[config.mk]
export PLATFORM = sky130hd
export DESIGN_NAME = tw_eeprom
export DESIGN_NICKNAME = d
export VERILOG_FILES = /design/src/rtl/tw_fifo.v /design/src/rtl/tw_wr_timer.v /design/src/rtl/tw_eeprom.v
export VERILOG_INCLUDE_DIRS = /design/src /design/src/inc
export SDC_FILE = /design/constraint.sdc
export NUM_CORES = 2
export LEC_CHECK = 0
export BUFFER_PORTS_ARGS = -buffer_cell sky130_fd_sc_hd__buf_4
export CAP_MARGIN = 10
export CORE_MARGIN = 2
export CORE_UTILIZATION = 30
export DETAILED_ROUTE_END_ITERATION = 8
export GPL_ROUTABILITY_DRIVEN = 0
export SLEW_MARGIN = 15
export SYNTH_ARGS = -nofsm -noshare
export SYNTH_HDL_FRONTEND = slang
export SYNTH_SLANG_ARGS = --single-unit
[constraint.sdc]
create_clock -name sys_clk -period 4.63 [get_ports sys_clk]
set_clock_uncertainty 0.2 [all_clocks]
set_input_delay 0.926 -clock sys_clk [delete_from_list [all_inputs] [get_ports sys_clk]]
set_output_delay 0.926 -clock sys_clk [all_outputs]
set_load 0.02 [all_outputs]
[src/inc/tw_defs.vh]
// Constants shared by the two-wire memory target and its helpers
`ifndef TW_DEFS_VH
`define TW_DEFS_VH

// Device type nibble expected in the top of the device address word
`define TW_DEV_TYPE 4'ha
// Bit counter values: eight data bits, then the acknowledge clock
`define TW_CNT_DATA 4'h8
`define TW_CNT_ACK 4'h9
`define TW_CNT_ZERO 4'h0
// Write protection covers addresses with this bit set (upper half)
`define TW_PROT_BIT 7
// Reset values
`define TW_ADDR_RST 8'h00
`define TW_SYNC_RST 6'h3f
`define TW_BYTE_RST 8'h00
// Self-timed write cycle, in ns, and the clock period, in ns
`define TW_TWR_NS 5000000
`define TW_CLK_PERIOD_NS 4
`define TW_TWR_CYCLES (`TW_TWR_NS / `TW_CLK_PERIOD_NS)
// Write buffer shape: address byte above data byte
`define TW_FIFO_W 16
`define TW_FIFO_D 32
`define TW_FIFO_AW 5

`endif

[src/rtl/tw_fifo.v]
// Synchronous FIFO with valid/ready on both sides
`timescale 1ns/1ps
`include "tw_defs.vh"

module tw_fifo #(
    parameter integer WIDTH = `TW_FIFO_W,
    parameter integer DEPTH = `TW_FIFO_D,
    parameter integer AW = `TW_FIFO_AW
) (
    input wire sys_clk,
    input wire rst,
    input wire in_valid,
    output wire in_ready,
    input wire [WIDTH-1:0] in_data,
    output wire out_valid,
    input wire out_ready,
    output wire [WIDTH-1:0] out_data
);

    reg [WIDTH-1:0] store_reg [0:DEPTH-1];
    reg [AW-1:0] wr_ptr_reg;
    reg [AW-1:0] rd_ptr_reg;
    reg [AW:0] level_reg;
    wire push;
    wire pop;

    assign in_ready = (level_reg != DEPTH[AW:0]);
    assign out_valid = (level_reg != {(AW+1){1'b0}});
    assign out_data = store_reg[rd_ptr_reg];
    assign push = in_valid && in_ready;
    assign pop = out_valid && out_ready;

    always @(posedge sys_clk) begin
        if (push) begin
            store_reg[wr_ptr_reg] <= in_data;
        end
    end

    always @(posedge sys_clk) begin
        if (rst) begin
            wr_ptr_reg <= {AW{1'b0}};
            rd_ptr_reg <= {AW{1'b0}};
            level_reg <= {(AW+1){1'b0}};
        end else begin
            if (push) begin
                wr_ptr_reg <= wr_ptr_reg + 1'b1;
            end
            if (pop) begin
                rd_ptr_reg <= rd_ptr_reg + 1'b1;
            end
            if (push && !pop) begin
                level_reg <= level_reg + 1'b1;
            end else if (pop && !push) begin
                level_reg <= level_reg - 1'b1;
            end
        end
    end

endmodule

[src/rtl/tw_wr_timer.v]
// Self-timed nonvolatile write cycle timer
`timescale 1ns/1ps
`include "tw_defs.vh"

module tw_wr_timer #(
    parameter integer CYCLES = `TW_TWR_CYCLES
) (
    input wire sys_clk,
    input wire rst,
    input wire start,
    input wire hold,
    output reg busy
);

    reg [31:0] count_reg;

    // Busy lasts the full cycle time and also until the buffer has drained
    always @(posedge sys_clk) begin
        if (rst) begin
            busy <= 1'b0;
            count_reg <= 32'h0000_0000;
        end else if (start) begin
            busy <= 1'b1;
            count_reg <= 32'h0000_0000;
        end else if (busy) begin
            if (count_reg >= CYCLES - 1) begin
                if (!hold) begin
                    busy <= 1'b0;
                end
            end else begin
                count_reg <= count_reg + 32'h0000_0001;
            end
        end
    end

endmodule

[src/rtl/tw_eeprom.v]
// Two-wire serial target and access sequencer of a 256-byte memory
// ======================================================================
// Overview of operation
// - Data changes only while clock is low; high-clock changes are start/stop.
// - Falling data with clock high is a start, detected in any state.
// - Rising data with clock high is a stop; ends reads into standby.
// - Words are eight bits, MSB first; device acks low on ninth clock.
// - Standby after power-up and after stop once internal work finishes.
// - First word after start is device address; top nibble must be 1010.
// - Next three bits must match the straps, else no ack and standby.
// - Address word LSB: one selects read, zero selects write.
// - Byte write: ack device address, word address, data; stop starts write.
// - During the write cycle every transfer goes unacknowledged.
// - Write cycle time runs from the ending stop to programming done.
// - Page write: up to 31 further bytes (32-entry buffer), each acked, ended by stop.
// - Write address advances in its low three bits, wrapping in page.
// - Polling: device address acked only once the write cycle ended.
// - Write protect high blocks writes to addresses 80h through FFh.
// - Address counter holds last accessed address plus one.
// - Read address wraps from the last byte to the first.
// - Current read: ack read address, send byte, controller nacks and stops.
// - Sequential read: each controller ack sends next byte; nack ends.
// - Write protect low leaves the whole array writable.
// - Array is 32 pages of eight bytes, 8-bit word address.
`timescale 1ns/1ps
`include "tw_defs.vh"

module tw_eeprom #(
    parameter integer TWR_CYCLES = `TW_TWR_CYCLES
) (
    input wire sys_clk,
    input wire rst,
    input wire scl_in,
    input wire sda_in,
    output reg sda_out,
    output reg sda_oe,
    input wire strap_address_bit_2,
    input wire strap_address_bit_1,
    input wire strap_address_bit_0,
    input wire wp_in,
    output reg standby,
    output reg write_busy
);

    // ==================================================================
    // State encoding
    localparam [4:0] ST_IDLE = 5'h01;
    localparam [4:0] ST_DEV = 5'h02;
    localparam [4:0] ST_WORD = 5'h04;
    localparam [4:0] ST_WDAT = 5'h08;
    localparam [4:0] ST_RDAT = 5'h10;

    // Receiving states shift bits in and acknowledge each word
    function is_rx;
        input [4:0] st;
        begin
            is_rx = (st == ST_DEV) || (st == ST_WORD) || (st == ST_WDAT);
        end
    endfunction

    // ==================================================================
    // Input synchronisers
    wire [5:0] raw_in;
    reg [5:0] sync1_reg;
    reg [5:0] sync2_reg;
    reg scl_prev_reg;
    reg sda_prev_reg;
    wire scl_s;
    wire sda_s;
    wire wp_s;
    wire [2:0] strap_s;

    assign raw_in = {wp_in, strap_address_bit_2, strap_address_bit_1,
                     strap_address_bit_0, sda_in, scl_in};

    // Pins idle high, so the synchronisers start high to avoid a false edge
    localparam [5:0] SYNC_RST = `TW_SYNC_RST;

    genvar gi;
    generate
        for (gi = 0; gi < 6; gi = gi + 1) begin : g_sync
            always @(posedge sys_clk) begin
                if (rst) begin
                    sync1_reg[gi] <= SYNC_RST[gi];
                    sync2_reg[gi] <= SYNC_RST[gi];
                end else begin
                    sync1_reg[gi] <= raw_in[gi];
                    sync2_reg[gi] <= sync1_reg[gi];
                end
            end
        end
    endgenerate

    assign scl_s = sync2_reg[0];
    assign sda_s = sync2_reg[1];
    assign strap_s = sync2_reg[4:2];
    assign wp_s = sync2_reg[5];

    always @(posedge sys_clk) begin
        if (rst) begin
            scl_prev_reg <= 1'b1;
            sda_prev_reg <= 1'b1;
        end else begin
            scl_prev_reg <= scl_s;
            sda_prev_reg <= sda_s;
        end
    end

    // ==================================================================
    // Bus events
    wire scl_rise;
    wire scl_fall;
    wire start_det;
    wire stop_det;

    assign scl_rise = scl_s && !scl_prev_reg;
    assign scl_fall = !scl_s && scl_prev_reg;
    // Data moving while the clock stays high marks a frame boundary
    assign start_det = scl_s && scl_prev_reg && sda_prev_reg && !sda_s;
    assign stop_det = scl_s && scl_prev_reg && !sda_prev_reg && sda_s;

    // ==================================================================
    // Array, write buffer and write cycle timer
    reg [7:0] mem_reg [0:255];
    reg [4:0] state_reg;
    reg [3:0] cnt_reg;
    reg [7:0] shift_reg;
    reg [7:0] tx_reg;
    reg [7:0] addr_reg;
    reg rw_reg;
    reg mack_reg;
    reg wr_pend_reg;
    reg push_valid_reg;
    reg [15:0] push_data_reg;
    reg start_wr_reg;
    wire fifo_in_ready;
    wire fifo_out_valid;
    wire [15:0] fifo_out_data;
    wire busy;
    wire dev_match;
    wire protected_byte;

    tw_fifo #(
        .WIDTH(`TW_FIFO_W),
        .DEPTH(`TW_FIFO_D),
        .AW(`TW_FIFO_AW)
    ) u_fifo (
        .sys_clk(sys_clk),
        .rst(rst),
        .in_valid(push_valid_reg),
        .in_ready(fifo_in_ready),
        .in_data(push_data_reg),
        .out_valid(fifo_out_valid),
        .out_ready(busy),
        .out_data(fifo_out_data)
    );

    tw_wr_timer #(
        .CYCLES(TWR_CYCLES)
    ) u_timer (
        .sys_clk(sys_clk),
        .rst(rst),
        .start(start_wr_reg),
        .hold(fifo_out_valid),
        .busy(busy)
    );

    // Buffered bytes are programmed only inside the timed cycle
    always @(posedge sys_clk) begin
        if (fifo_out_valid && busy) begin
            mem_reg[fifo_out_data[15:8]] <= fifo_out_data[7:0];
        end
    end

    // No ack while the write cycle runs, which is also how polling works
    assign dev_match = (shift_reg[7:4] == `TW_DEV_TYPE)
                       && (shift_reg[3:1] == strap_s)
                       && !busy;

    assign protected_byte = wp_s && addr_reg[`TW_PROT_BIT];

    // ==================================================================
    // Protocol sequencer
    always @(posedge sys_clk) begin
        if (rst) begin
            state_reg <= ST_IDLE;
            cnt_reg <= `TW_CNT_ZERO;
            shift_reg <= `TW_BYTE_RST;
            tx_reg <= `TW_BYTE_RST;
            addr_reg <= `TW_ADDR_RST;
            rw_reg <= 1'b0;
            mack_reg <= 1'b0;
            wr_pend_reg <= 1'b0;
            push_valid_reg <= 1'b0;
            push_data_reg <= 16'h0000;
            start_wr_reg <= 1'b0;
            sda_oe <= 1'b0;
        end else begin
            push_valid_reg <= 1'b0;
            start_wr_reg <= 1'b0;
            if (start_det) begin
                // A start aborts the transfer in progress, also after recovery; buffered write bytes and a running write cycle carry on
                state_reg <= ST_DEV;
                cnt_reg <= `TW_CNT_ZERO;
                sda_oe <= 1'b0;
            end else if (stop_det) begin
                state_reg <= ST_IDLE;
                cnt_reg <= `TW_CNT_ZERO;
                sda_oe <= 1'b0;
                if (wr_pend_reg) begin
                    start_wr_reg <= 1'b1;
                    wr_pend_reg <= 1'b0;
                end
            end else if (scl_rise) begin
                if (state_reg != ST_IDLE && cnt_reg != `TW_CNT_ACK) begin
                    cnt_reg <= cnt_reg + 4'h1;
                end
                if (is_rx(state_reg) && cnt_reg < `TW_CNT_DATA) begin
                    shift_reg <= {shift_reg[6:0], sda_s};
                end
                if (state_reg == ST_RDAT && cnt_reg == `TW_CNT_DATA) begin
                    mack_reg <= !sda_s;
                end
            end else if (scl_fall) begin
                case (state_reg)
                    ST_DEV: begin
                        if (cnt_reg == `TW_CNT_DATA) begin
                            if (dev_match) begin
                                sda_oe <= 1'b1;
                                rw_reg <= shift_reg[0];
                            end else begin
                                state_reg <= ST_IDLE;
                            end
                        end else if (cnt_reg == `TW_CNT_ACK) begin
                            cnt_reg <= `TW_CNT_ZERO;
                            if (rw_reg) begin
                                state_reg <= ST_RDAT;
                                tx_reg <= mem_reg[addr_reg];
                                sda_oe <= !mem_reg[addr_reg][7];
                                addr_reg <= addr_reg + 8'h01;
                            end else begin
                                state_reg <= ST_WORD;
                                sda_oe <= 1'b0;
                            end
                        end
                    end
                    ST_WORD: begin
                        if (cnt_reg == `TW_CNT_DATA) begin
                            sda_oe <= 1'b1;
                            addr_reg <= shift_reg;
                        end else if (cnt_reg == `TW_CNT_ACK) begin
                            sda_oe <= 1'b0;
                            cnt_reg <= `TW_CNT_ZERO;
                            state_reg <= ST_WDAT;
                        end
                    end
                    ST_WDAT: begin
                        if (cnt_reg == `TW_CNT_DATA) begin
                            // A full buffer refuses the byte rather than drop it
                            if (fifo_in_ready) begin
                                sda_oe <= 1'b1;
                                addr_reg <= {addr_reg[7:3],
                                             addr_reg[2:0] + 3'h1};
                                if (!protected_byte) begin
                                    push_valid_reg <= 1'b1;
                                    push_data_reg <= {addr_reg, shift_reg};
                                    wr_pend_reg <= 1'b1;
                                end
                            end else begin
                                state_reg <= ST_IDLE;
                            end
                        end else if (cnt_reg == `TW_CNT_ACK) begin
                            sda_oe <= 1'b0;
                            cnt_reg <= `TW_CNT_ZERO;
                        end
                    end
                    ST_RDAT: begin
                        if (cnt_reg == `TW_CNT_ACK) begin
                            if (mack_reg) begin
                                cnt_reg <= `TW_CNT_ZERO;
                                tx_reg <= mem_reg[addr_reg];
                                sda_oe <= !mem_reg[addr_reg][7];
                                addr_reg <= addr_reg + 8'h01;
                            end else begin
                                state_reg <= ST_IDLE;
                                sda_oe <= 1'b0;
                            end
                        end else if (cnt_reg == `TW_CNT_DATA) begin
                            // Release so the controller can drive its ack
                            sda_oe <= 1'b0;
                        end else if (cnt_reg != `TW_CNT_ZERO) begin
                            tx_reg <= {tx_reg[6:0], 1'b0};
                            sda_oe <= !tx_reg[6];
                        end
                    end
                    ST_IDLE: begin
                        sda_oe <= 1'b0;
                    end
                    default: begin
                        state_reg <= ST_IDLE;
                        sda_oe <= 1'b0;
                    end
                endcase
            end
        end
    end

    // ==================================================================
    // Registered status outputs
    always @(posedge sys_clk) begin
        if (rst) begin
            sda_out <= 1'b0;
            standby <= 1'b1;
            write_busy <= 1'b0;
        end else begin
            // Open drain: the pad only ever pulls low
            sda_out <= 1'b0;
            standby <= (state_reg == ST_IDLE) && !busy && !start_wr_reg;
            write_busy <= busy || start_wr_reg;
        end
    end

endmodule

### After elaboration in Yosys (flattened, before gate mapping)

Memories as Yosys holds them, arrays and structs flattened. A register that Yosys moved wholly into a read port is not among the register bits.
Cells that the tools add are included.
Widths: inputs -> output; s select.

* memory bits (writable): 2560
* memories kept: 2
* register bits after elaboration: 119
* word-level logic and storage cells: 243
* input port bits: 8

Memories
* mem_reg: depth 256, bits a word 8, read ports 1, clocked after Yosys merged registers in 0, write ports 1, line tw_eeprom.v:124 `reg [7:0] mem_reg [0:255];`
* u_fifo.store_reg: depth 32, bits a word 16, read ports 1, clocked after Yosys merged registers in 1, write ports 1, line tw_fifo.v:20 `reg [WIDTH-1:0] store_reg [0:DEPTH-1];`

* magnitude comparators: 2
* equal/unequal tests: 49
* mux-type cells: 74
* add/sub/neg operators: 8
* reductions and logical operators: 63
* bitwise logic cells: 10

Operators with widths (number)
* $mux 5: 12
* $mux 7: 7
* $mux 8: 6
* $reduce_and 11->1: 3
* $add 32x1->32 const B: 1
* $ge 32x21->1 const B: 1
* $pmux 8 s4: 1
* $mux 1: 29
* $mux 4: 7
* $pmux 5 s5: 1
* $reduce_and 7->1: 3
* $logic_and 1x1->1: 19
* $ne 3x3->1 const B: 6
* $ne 2x1->1 const B: 8
* $ne 4x4->1 const B: 4
* $ne 2x2->1 const B: 7
* $pmux 7 s2: 1
* $reduce_bool 2->1: 7
* $reduce_and 13->1: 1
* $eq 4x4->1 const B: 3
* $mux 6: 2
* $ne 3x1->1 const B: 4
* $ne 4x3->1 const B: 3
* $reduce_and 12->1: 1
* 36 further kinds: 69

### Depth between registers and ports, before layout

* depth after elaboration: 10
* mapped depth: 14
* depth with buffers taken out: 14

### Hierarchy

A second synthesis with hierarchy kept.

* cell total of the unflattened synthesis: 5585
* area, all modules: 105580.0 um^2

By module, submodules not included
* tw_eeprom: times used 1, cells an instance 4335, area each 83353.7 um^2
* tw_fifo: times used 1, cells an instance 1079, area each 20698.6 um^2
* tw_wr_timer: times used 1, cells an instance 171, area each 1527.7 um^2

### Worst setup path before layout

Ideal clock, no wire load.

* path type: register to register
* start point: register (tool-made name)
* end point: memory mem_reg[0][0], data pin
* cell stages (with the launch flop): 9
* library setup time: 0.555 ns
* arrival time: 4.018 ns
* data required time: 3.875 ns
* setup slack: -0.144 ns
* path through: dfxtp_1 -> buf_2 -> buf_2 -> buf_1 -> buf_1 -> clkbuf_1 -> mux4_2 -> mux4_2 -> mux2_2

RTL lines (line)
* end, declared: tw_eeprom.v:124

==> run summary <==
Compound-Gate Fraction of Synth Area - 2.75%
Setup Fix Bufs, Post-CTS - 0
Worst-Skew Late Latency - 0.96 ns
Commonest non-fill, non-tap cells in the layout - 2560 x edfxtp_1, 634 x mux4_2, 426 x buf_4
Final Non-Filler Cells - 10451
Final-stage net count - 5670
Vias - 53630
Crit path required time - 4.97 ns
Initial antenna violation count - 3
CP endpoint kind - flip-flop
Largest register FFs - 2048
Inserted Clock Buffers - 293
Hold Slack - 0.254 ns
Cells after Synth - 5162
DP Wirelength - 173000 um
Largest family of logic cells by synthesized area - multiplexers
Drt via density - 5.13
DRT Pass-1 Iters - 5
Power density over cell area - 394 nW/um2
R2R Path End - mem_reg[148][7]
Clock buffer depth - 4
Synth Area in Simple Gates - 3.35%
Post-route ant nets - 0
Clock-pin slew on the worst setup and hold paths - 0.06 ns
Setup violation total in the final timing report - 0
Core Area - 349000 um2
Clk root buf - clkbuf_16
Hold Crit Depth - 1
Critical path data arrival time - 4.78 ns
Cells after DPL - 9940
Register area share after synthesis - 75.7%
Drt wl/cell - 26.5 um
Total die area - 354000 um2
Synth area leader - edfxtp_1
Clock sink count - 2684
Layout cells sized above 1 - 27.6%
Post-synth top area share - 73.3%
Hold endpoint - wp_s
Worst-case reg-to-reg path depth - 8
RSZ-0062 raised after global routing - no
CP Launch Type - flip-flop
DIE HEIGHT - 595 um
Row count - 217
Syn-to-layout area delta - 17.0%
GRT Total Usage - 15.4%
Synth Net Count - 5190
Max transition margin - 13.3%
Die width - 595 um
DR iter-0 viols - 6446
Leading cell type in the layout, fill and taps excluded - edfxtp_1
Post-synthesis mux area share - 16.3%
Worst-Margin Slew - 1.30 ns
H-tree Lvls - 5
Seq cells post-synth - 2684
Largest net degree at the start of global routing - 99
Period utilisation layout - 95.9%
Mapped cell area - 105000 um2
Footprint of the multi-input gates - 24100 um2
Slew Limit Fails - 0
VDD IR-drop max - 330 uV
Setup CP Type - flip-flop to flip-flop
Final Hold Fails - 0
Worst Path Max Fanout - 20
DRC viols - 0
Async set-reset flop share out of synthesis - 0%
Synth Flop Type - edfxtp_1
Number of global-route vias before repair - 54032
PortBufs - 10
Synth top area cells - edfxtp_1 73%, mux4_2 14%, dfxtp_1 2.4%, mux2i_1 2.4%, nor2_1 1.5%
Reg area - 79400 um2
YS warnings - 0
Max Clk Rate - 225 MHz
Leak Pwr - 37.4 nW
Final Power - 48.3 mW
Grt ovf - 0
CTS tree - yes
Synth Area in Adders - 0.246%
Fillers - 32174
First-pass GRT wire length - 397000 um
Post-synth EDFFs - 2560
Yosys cell types - 78
XOR/XNOR share of the synthesized area - 0.234%
Outcome - complete, no violations
Layout Utilization - 35.2%
Hold Crit Class - flip-flop to flip-flop
Min cycle time layout - 4.44 ns
R2R Setup Slk - 0.19 ns
Worst hold path startpoint - sync1_reg[5]
Initial Utilization - 30.1%
Syn Area/Cell - 20.3 um2
Max-Cap Viols - 0
Top Ports - 12
Routed WL - 277000 um
kinds of logic after synthesis:
kind of cell / count (synthesis)
AOI/OAI and AO/OA: 411
buffers and inverters: 322
and+or+nand+nor: 788
other: 1
xor gates and xnor gates: 28
muxes: 908
DFF: 2684
adders and majority gates: 20
power by group:
group          total (mW)  switching, mW  internal [mW]
clock network        22.1           9.16           12.9
logic              0.0549         0.0358         0.0191
registers            26.2        0.00496           26.2
synth_stat cells, types with 8 or more instances:
library cell and instances:
edfxtp_1 2560, mux4_2 634, nor2_1 428, mux2i_1 248
nand2_1 136, clkbuf_1 132, dfxtp_1 124, a21oi_1 91
buf_2 72, buf_4 49, o221ai_1 48, o22ai_1 43
buf_1 37, nand3_1 37, o21ai_0 37, a211oi_1 34
nor3_1 28, a22oi_1 26, mux2_2 26, or2_2 25
a221oi_1 23, inv_1 22, a31oi_1 21, and2_1 21
and3_1 20, ha_1 19, xnor2_1 16, nor2b_1 14
or3_1 14, nand2b_1 12, xor2_1 12, nand4_1 11
a221o_1 9, buf_6 9, nand3b_1 9, nor4_1 8
stage by stage:
stage | setup slack (ns) | cell area, um2 | TNS [ns]
2_1_floorplan | -0.144 | 105000 | -294.06
6_report | 0.190 | 123000 | 0
3_5_place_dp | 0.0894 | 114000 | 0
3_3_place_gp | 0.0911 | 114000 | 0
4_1_cts | 0.0385 | 123000 | 0
5_1_grt | 0.0312 | 123000 | 0
worst max-delay path by stage:
stage / end / slack, ns / startpoint
2_1_floorplan: mem_reg[0][0] / -0.14 / flip-flop
3_3_place_gp: mem_reg[80][7] / 0.09 / flip-flop
3_5_place_dp: mem_reg[96][7] / 0.09 / flip-flop
4_1_cts: mem_reg[96][6] / 0.04 / flip-flop
5_1_grt: mem_reg[88][7] / 0.03 / flip-flop
6_report: mem_reg[148][7] / 0.19 / flip-flop
per-layer routing:
| layer | vias to the layer above | wire length (um) | global-route usage [%] |
|---|---|---|---|
| met5 | - | 0 | 0 |
| met4 | 0 | 8860 | 5.11 |
| met3 | 429 | 22000 | 3.00 |
| met2 | 2386 | 133000 | 24.9 |
| met1 | 28580 | 113000 | 20.7 |
| li1 | 22235 | - | - |
repair_timing:
action | in CTS | in global routing
hold buffers | 6 | 0
resized for setup | 0 | 2
setup endpoints to repair | 0 | 96
endpoints found under the hold margin | 6 | 0
cell type report:
class | count | share of cell area, %
Sequential cell | 2684 | 64.7
Clock buffer | 359 | 6.35
Multi-Input combinational cell | 2156 | 19.7
Tap cell | 4599 | 4.69
Clock inverter | 142 | 0.938
Inverter | 23 | 0.0765
Antenna cell | 4 | 0.00816
Timing Repair Buffer | 484 | 3.51
critical path, cell delays in order (launching register included):
cell and delay, ns:
dfxtp_4 0.57, buf_12 0.25, mux4_2 0.52, mux4_2 0.54, mux2_2 0.40, nor2_2 0.41
nand2_1 0.26, buf_12 0.25, nor2_1 0.61
(Power assumes the default switching activity.)
